### src/core/fpw_pkg.sv
// package with register map, field layout and reset values of the pull word block
package fpw_pkg;
  localparam int unsigned ADDR_W      = 8;
  localparam int unsigned DATA_W      = 16;
  localparam int unsigned LOW_W       = 16;
  localparam int unsigned HIGH_W      = 10;
  localparam int unsigned WORD_W      = 26;
  localparam logic [7:0]  OFS_LOW     = 8'h00;
  localparam logic [7:0]  OFS_HIGH    = 8'h01;
  localparam int unsigned OE_BIT      = 10;
  localparam logic [15:0] RST_LOW     = 16'h0000;
  localparam logic [9:0]  RST_HIGH    = 10'h000;
  localparam logic        RST_OE      = 1'b0;
  localparam logic [15:0] ZERO_DATA   = 16'h0000;
  typedef logic [WORD_W-1:0] fpw_word_t;
  typedef enum logic [1:0] {
    FPW_IDLE,
    FPW_LOAD
  } fpw_state_e;
endpackage

### src/core/fpw_apply_if.sv
// interface carrying the staged pull word from the register bank to the apply stage
`timescale 1ns/10ps
interface fpw_apply_if;
  logic                   load;   // one-cycle load request
  fpw_pkg::fpw_word_t     word;   // combined word to apply
  modport src (output load, output word);
  modport dst (input load, input word);
endinterface

### src/core/fpw_apply_stage.sv
// output register that presents the applied pull word atomically
`timescale 1ns/10ps
module fpw_apply_stage (
  input  wire logic        mclk,    // system clock
  input  wire logic        rstn,    // synchronous reset, active low
  fpw_apply_if.dst         req,     // staged word and load strobe
  output fpw_pkg::fpw_word_t applied, // word seen by the pull stage
  output logic             updated  // one-cycle pulse after apply
);
  fpw_pkg::fpw_word_t applied_reg;
  logic               updated_reg;

  // capture the whole word in one edge
  always_ff @(posedge mclk) begin
    if (!rstn) begin
      applied_reg <= {fpw_pkg::RST_HIGH, fpw_pkg::RST_LOW};
    end else if (req.load) begin
      applied_reg <= req.word;
    end
  end

  // pulse marking a fresh word on the pull stage
  always_ff @(posedge mclk) begin
    if (!rstn) begin
      updated_reg <= 1'b0;
    end else begin
      updated_reg <= req.load;
    end
  end

  assign applied = applied_reg;
  assign updated = updated_reg;
endmodule

### src/core/fpw_regs.sv
// register bank holding the pull setting word and software output enable
//
// Behaviour
// low 16 bits in register 0x00
// high 10 bits in register 0x01
// all pull word bits reset to zero
// combined word is signed two's complement
// only high word write applies new setting
// host writes low word before high word
// bit 10 of 0x01 gates output driver
// pin-controlled enable ignores software bit writes
// bits 15 to 11 read zero, ignore writes
// host limits updates to 38 kHz
// low and high latched together atomically
`timescale 1ns/10ps
module fpw_regs (
  input  wire logic               mclk,         // system clock, 20 MHz
  input  wire logic               rstn,         // synchronous reset, low
  input  wire logic [7:0]         reg_addr,     // register address
  input  wire logic               reg_wr,       // write strobe, one cycle
  input  wire logic [15:0]        reg_wdata,    // write data
  input  wire logic               reg_rd,       // read strobe, one cycle
  output logic      [15:0]        reg_rdata,    // read data, registered
  input  wire logic               oe_pin_ctrl,  // 1: enable pin owns output
  input  wire logic               oe_pin,       // external enable pin level
  output logic                    out_enable,   // output driver enable
  output logic signed [25:0]      pull_setting_word, // applied signed word
  output logic                    pull_updated  // pulse on new word applied
);
  // ****************************************************************
  // register storage
  // ****************************************************************
  logic [15:0]        pull_word_low_half_reg;
  logic [9:0]         pull_word_high_half_reg;
  logic               sw_oe_reg;
  logic [15:0]        rdata_reg;
  fpw_pkg::fpw_word_t applied_word;
  fpw_pkg::fpw_state_e state_reg;
  fpw_apply_if        apply ();

  // address match helper
  function automatic logic hit(input logic [7:0] a, input logic [7:0] ofs);
    hit = (a == ofs);
  endfunction

  // low half, never touches the applied word by itself
  always_ff @(posedge mclk) begin
    if (!rstn) begin
      pull_word_low_half_reg <= fpw_pkg::RST_LOW;
    end else if (reg_wr && hit(reg_addr, fpw_pkg::OFS_LOW)) begin
      pull_word_low_half_reg <= reg_wdata;
    end
  end

  // high half; upper bits of the write are dropped
  always_ff @(posedge mclk) begin
    if (!rstn) begin
      pull_word_high_half_reg <= fpw_pkg::RST_HIGH;
    end else if (reg_wr && hit(reg_addr, fpw_pkg::OFS_HIGH)) begin
      pull_word_high_half_reg <= reg_wdata[fpw_pkg::HIGH_W-1:0];
    end
  end

  // software enable bit, frozen while the pin owns the driver
  always_ff @(posedge mclk) begin
    if (!rstn) begin
      sw_oe_reg <= fpw_pkg::RST_OE;
    end else if (reg_wr && hit(reg_addr, fpw_pkg::OFS_HIGH)
                 && !oe_pin_ctrl) begin
      sw_oe_reg <= reg_wdata[fpw_pkg::OE_BIT];
    end
  end

  // apply sequencer: a high write stages the load of both halves
  always_ff @(posedge mclk) begin
    if (!rstn) begin
      state_reg <= fpw_pkg::FPW_IDLE;
    end else begin
      case (state_reg)
        fpw_pkg::FPW_IDLE: begin
          if (reg_wr && hit(reg_addr, fpw_pkg::OFS_HIGH)) begin
            state_reg <= fpw_pkg::FPW_LOAD;
          end
        end
        fpw_pkg::FPW_LOAD: begin
          if (!(reg_wr && hit(reg_addr, fpw_pkg::OFS_HIGH))) begin
            state_reg <= fpw_pkg::FPW_IDLE;
          end
        end
        default: state_reg <= fpw_pkg::FPW_IDLE;
      endcase
    end
  end

  // both halves handed over as one word
  assign apply.load = (state_reg == fpw_pkg::FPW_LOAD);
  assign apply.word = {pull_word_high_half_reg,
                       pull_word_low_half_reg};

  fpw_apply_stage u_apply (
    .mclk    (mclk),
    .rstn    (rstn),
    .req     (apply.dst),
    .applied (applied_word),
    .updated (pull_updated)
  );

  // read mux; unused bits and unmapped addresses read zero
  always_ff @(posedge mclk) begin
    if (!rstn) begin
      rdata_reg <= fpw_pkg::ZERO_DATA;
    end else if (reg_rd) begin
      if (hit(reg_addr, fpw_pkg::OFS_LOW)) begin
        rdata_reg <= pull_word_low_half_reg;
      end else if (hit(reg_addr, fpw_pkg::OFS_HIGH)) begin
        rdata_reg <= {5'b0_0000, sw_oe_reg, pull_word_high_half_reg};
      end else begin
        rdata_reg <= fpw_pkg::ZERO_DATA;
      end
    end
  end

  assign reg_rdata         = rdata_reg;
  assign pull_setting_word = $signed(applied_word);
  assign out_enable        = oe_pin_ctrl ? oe_pin : sw_oe_reg;
endmodule

### config.mk
export PLATFORM = sky130hd
export DESIGN_NAME = fpw_regs
export DESIGN_NICKNAME = d
export VERILOG_FILES = /design/src/core/fpw_pkg.sv /design/src/core/fpw_apply_if.sv /design/src/core/fpw_apply_stage.sv /design/src/core/fpw_regs.sv
export SDC_FILE = /design/constraint.sdc
export NUM_CORES = 1
export LEC_CHECK = 0
export ABC_AREA = 1
export BUFFER_PORTS_ARGS = -buffer_cell sky130_fd_sc_hd__buf_4
export CAP_MARGIN = 20
export CORE_MARGIN = 10
export CORE_UTILIZATION = 45
export DETAILED_ROUTE_END_ITERATION = 12
export GPL_ROUTABILITY_DRIVEN = 0
export PLACE_DENSITY = 0.69
export SLEW_MARGIN = 5
export SYNTH_ARGS = -nofsm -noshare
export SYNTH_HDL_FRONTEND = slang
export SYNTH_HIERARCHICAL = 1
export SYNTH_SLANG_ARGS = --single-unit
export TNS_END_PERCENT = 100
### constraint.sdc
create_clock -name mclk -period 2.75 [get_ports mclk]
set_clock_uncertainty 0.05 [all_clocks]
set_input_delay 0.1375 -clock mclk [delete_from_list [all_inputs] [get_ports mclk]]
set_output_delay 0.1375 -clock mclk [all_outputs]
set_load 0.005 [all_outputs]
==> flow_summary.yaml, run 1 <==
status:
  outcome: "completed"
timing:
  post-route-period-util_pct: 52.3
  tns_ns: 0
  slew_headroom_pct: 55.1
  setup_viol: 0
  drv_slew: 0
  clock.fmax_mhz: 695
  worst_slew_pin_slew_ns: 0.672
  hold_viol: 0
  period_needed_ns: 1.44
  rsz0062_at_grt: "no"
logic_synthesis:
  synth_seq_cells: 71
  syn_nets: 453
  seq_area_frac_synth_pct: 48.1
  postSynthAreaPerCell_um2: 6.98
  synth_area_um2: 2950
  ys_warn_count: 6
  synth_cell_types: 19
  synthCells: 423
cells_and_area:
  fill_cells: 617
  stdcell_count: 573
  final_area_um2: 3670
  post-route-util_pct: 57.9
  drive_above_1_share_pct: 19.8
  num_antenna_cells: 0
  syn_to_final_growth_pct: 24.4
  largest_register_ffs: 26
  fin_nets: 521
routing:
  drc: 0
  viasPerCell: 4.60
  dr.first_iter.drc_count: 164
  avgRoutedWirePerCell_um: 12.7
  wirelength_um: 7250
  dr.pass1.iters: 4
  vias: 2635
  ant_nets: 0
clock_network:
  ctsResizeCount: 0
  cts_tree: "done"
  holdBufCountCts: 6
  cts_setup_buffers: 0
  root_buffer: "clkbuf_8"
  cts_buffer_depth: 2
  cts_buffers: 9
  clock_latency_ns: 0.33
  path_clk_slew_ns: 0.07
  clock_sinks: 71
  cts_max_level: 3
placed_design:
  placed_cell_area_um2: 3420
  placedCellCount: 551
  port_buffers: 73
  hpwlAfterDp_um: 5020
setup_path:
  cpMaxStageDelayCell: "nor2_4"
  end_kind: "flop"
  path_class: "in2reg"
  max_stage_delay_ns: 0.53
  crit_path_max_fanout: 33
  cp.required_ns: 2.90
  start_kind: "input pin"
  worst_path_most_repeated_cell: "nand2_1"
  cp.arrival_ns: 1.59
  path_cells: "buf_4, nor2_1, nand2_1, nor2_4, nand2_2, nand2_1, a21oi_1"
die:
  start_util_pct: 46.5
  coreArea_um2: 6350
  rows: 29
  die_w_um: 101
  num_io_pins: 74
  die-area_um2: 10200
  die_h_um: 101
power_and_ir_drop:
  p_leak_nw: 1.59
  power_density_nw_per_um2: 547
  total_power_w: 0.00201
  ir_drop_uv: 494
global_route:
  grt_pass1_vias: 2475
  grt_max_degree: 54
  grt_use_total_pct: 14.3
  antenna_found_initial: 0
  gr-total-overflow: 0
  grt_pass1_wl_um: 12100
flow_run:
  max_cap_viol_count: 0
min_path:
  hold_path_class: "in2reg"
==> metal layers <==
metal	vias to the layer above	track usage, %	routed length (µm)
met2	61	21.1	3160
met3	7	4.60	450
li1	1415	-	-
met4	0	5.79	76
met1	1152	18.9	3560
met5	-	0	0
==> final cells by class <==
cell class	count	area, µm²	area share [%]
clock inverters	6	60.1	1.63
repair buffers	80	616	16.8
well taps	77	96.3	2.62
flip-flops and latches	71	1420	38.7
inverters	45	169	4.60
multi-input cells	284	1170	32.0
clock buffers	10	138	3.75
==> per-stage QoR <==
step | setup WS (ns) | hold slack, ns
2_1_floorplan | 1.70 | 0.223
3_3_place_gp | 1.01 | 0.342
6_report | 1.31 | 0.0113
4_1_cts | 1.31 | 0.000541
3_5_place_dp | 0.955 | 0.340
5_1_grt | 1.14 | 0.0330
==> synth_stat cells <==
master,count,area share (%)
nand2_1,113,14
inv_2,2,0.25
nand3_1,28,4.7
buf_1,3,0.38
inv_1,43,5.5
dfxtp_1,71,48
nor2_4,2,0.76
a21oi_1,21,3.6
o21ai_0,7,1.2
nor2_1,99,13
clkbuf_1,4,0.51
nor2_2,2,0.42
buf_8,3,1.5
nand2_2,2,0.42
nand4_1,1,0.21
buf_2,3,0.51
buf_6,7,2.7
o21ai_1,9,1.5
buf_4,3,0.76
==> where the power goes <==
group | internal (W) | leakage [nW] | switching [W]
Combinational | 0.0000676 | 0.922 | 0.0000706
Sequential | 0.00104 | 0.575 | 0.00000623
Clock | 0.000439 | 0.0981 | 0.000387
Total | 0.00155 | 1.59 | 0.000464
==> cells in the final DEF (no fill, tap or decap), drive strengths merged <==
cell / count
bufinv: 1
dfxtp: 71
a21oi: 21
dlygate4sd3: 6
clkinv: 3
inv: 45
nand2: 115
nor2: 103
nand4: 1
nand3: 28
clkbuf: 10
o21ai: 16
buf: 74
clkinvlp: 2
==> worst max-delay path: cells and delay by family <==
family          cells  cell delay (ns)
compound gates      1             0.07
simple gates        5             1.27
buf+inv             1             0.11
==> path summary, 6_finish.rpt <==
check	from	endpoint	slack, ns	cells past startpoint
hold reg to reg	u_apply/applied[21]	u_apply/applied[21]	0.42	2
setup reg to reg	state_reg[0]	u_apply/applied[7]	1.61	4
hold / removal	reg_wdata[1]	pull_word_high_half_reg[1]	0.01	3
setup / recovery	reg_addr[3]	pull_word_low_half_reg[5]	1.31	7
==> logic make-up after synthesis <==
group,share of synthesized area [%]
flops,48.1
buf+inv,12.1
simple gates,33.5
compound gates,6.27
Note: power is estimated with default switching activity, not from simulation.
==> run 2, diff against run 1 <==
PLACE_DENSITY = 0.72   (was 0.69)
clock period = 1.15 ns   (was 2.75 ns; I/O delays follow)
==> run 2 against run 1 <==
Compared with the run above: routed wire length grew 3.4%; cell count grew 3.1%; non-clock buffer count grew 18; first-iteration DRC count grew 33%; power grew 150%; flip-flop and latch count is the same; die area is the same; combinational power grew to 2.7 times the previous value; design area grew 6.1%; critical path depth shrank 4; critical path type is now reg2out; largest cell class unchanged; highest routed layer unchanged.
==> flow_summary.yaml, run 2 (same netlist as run 1, synthesis figures left out) <==
status:
  outcome: "completed"
global_route:
  grt_pass1_vias: 2589
  grt_max_degree: 53
  grt_pass1_wl_um: 12400
  grt_use_total_pct: 14.9
  antenna_found_initial: 0
  gr-total-overflow: 0
timing:
  hold_viol: 0
  drv_slew: 0
  worst_slew_pin_slew_ns: 0.330
  rsz0062_at_grt: "no"
  post-route-period-util_pct: 91.7
  slew_headroom_pct: 78.0
  setup_viol: 0
  period_needed_ns: 1.05
  clock.fmax_mhz: 949
power_and_ir_drop:
  p_switching_w: 0.00107
  power_density_nw_per_um2: 1260
  swShare_pct: 21.6
  seqPwrFrac_pct: 50.8
  p_leak_nw: 1.70
  p_int_w: 0.00386
  ir_drop_uv: 619
  total_power_w: 0.00493
  pwr-share-comb_pct: 7.7
  p_clk_share_pct: 41.5
placed_design:
  placed_cell_area_um2: 3530
  hpwlAfterDp_um: 5220
  port_buffers: 73
routing:
  drc: 0
  wirelength_um: 7500
  wl_met3_um: 517
  dr.pass1.iters: 5
  viasPerCell: 4.71
  ant_nets: 0
  route.met2.wl_um: 3380
  highest_layer: "met4"
  vias: 2784
  wl_met1_um: 3500
  avgRoutedWirePerCell_um: 12.7
  dr.first_iter.drc_count: 218
setup_path:
  cp.arrival_ns: 0.95
  r2r_end: "u_apply/applied[16]"
  end_kind: "output port"
  cp.required_ns: 1.04
  path_class: "reg2out"
  crit_path_max_fanout: 2
  r2r_setup_slack_ns: 0.15
  reg2reg_from: "state_reg[0]"
  start_kind: "flop"
  ff2ff_path_depth: 4
cells_and_area:
  multi_input_area_um2: 1170
  fin_nets: 539
  largest_register_ffs: 26
  drive_above_1_share_pct: 20.6
  fill_cells: 571
  seq_area_um2: 1420
  final_cell_mix: "nand2_1, nor2_1, buf_4"
  final_area_um2: 3900
  final_common_cell: "nand2_1"
  num_antenna_cells: 0
  post-route-util_pct: 61.4
  syn_to_final_growth_pct: 32.0
die:
  num_io_pins: 74
  coreArea_um2: 6350
  die_h_um: 101
  die-area_um2: 10200
  start_util_pct: 46.5
  die_w_um: 101
  rows: 29
flow_run:
  max_cap_viol_count: 0
clock_network:
  clock_latency_ns: 0.33
  cts_buffer_depth: 2
  cts_tree: "done"
  root_buffer: "clkbuf_8"
  cts_max_level: 3
  clock_sinks: 71
  cts_buffers: 9
  path_clk_slew_ns: 0.07
min_path:
  hold_end: "sw_oe_reg"
  min_delay_path_depth: 6
  hold_path_class: "in2reg"
  holdCritStartpoint: "oe_pin_ctrl"
## run 2: power groups by stage
stage | logic (W) | registers, W | clock network [W]
floorplan | 0.000155 | 0.00256 | 0
global placement | 0.000331 | 0.00256 | 0
detailed placement | 0.000336 | 0.00256 | 0
CTS | 0.000381 | 0.00250 | 0.00210
global route | 0.000419 | 0.00250 | 0.00220
finish | 0.000378 | 0.00250 | 0.00205
## run 2: repair_timing
item | 4_1_cts | 5_1_grt
gates resized for setup | 0 | 2
hold buffers | 16 | 0
buffers inserted | 0 | 0
setup endpoints to repair | 0 | 1
endpoints found under the hold margin | 26 | 0
## run 2: stage by stage
stage | setup WS (ns) | cells | setup TNS (ns) | hold WS (ns)
CTS | 0.0259 | 591 | 0 | 0.0350
global route | 0.0136 | 591 | 0 | 0.0560
global placement | 0.0275 | 559 | 0 | 0.254
detailed placement | -0.0105 | 559 | -0.0111 | 0.255
finish | 0.0960 | 591 | 0 | 0.0453
floorplan | 0.176 | 423 | 0 | 0.143
## run 2: area by class of cell
| cell class | instances | share of cell area (%) |
|---|---|---|
| inverter | 45 | 4.33 |
| clock buffer | 13 | 4.33 |
| tap | 77 | 2.47 |
| multi-input combinational | 284 | 30.1 |
| sequential | 71 | 36.5 |
| clock inverter | 3 | 1.03 |
| timing repair buffer | 98 | 21.2 |
## run 2: worst max path at each step
| stage | startpoint | to | slack (ns) | cells past startpoint |
|---|---|---|---|---|
| 2_1_floorplan | reg_addr[7] | pull_word_low_half_reg[10] | 0.18 | 7 |
| 3_3_place_gp | reg_addr[7] | pull_word_low_half_reg[13] | 0.03 | 7 |
| 3_5_place_dp | reg_addr[7] | pull_word_low_half_reg[4] | -0.01 | 7 |
| 4_1_cts | sw_oe_reg | out_enable | 0.03 | 3 |
| 5_1_grt | sw_oe_reg | out_enable | 0.01 | 3 |
| 6_report | sw_oe_reg | out_enable | 0.1 | 3 |
## run 2: routing by layer
| metal | vias up | track usage [%] |
|---|---|---|
| met2 | 87 | 21.7 |
| met3 | 7 | 4.60 |
| met4 | 0 | 5.79 |
| li1 | 1452 | - |
| met1 | 1238 | 19.9 |
| met5 | - | 0 |
## run 2: worst max-delay path, stage by stage, from the launching register on
cell	delay [ns]
dfxtp_2	0.33
inv_1	0.05
o21ai_1	0.11
buf_4	0.12
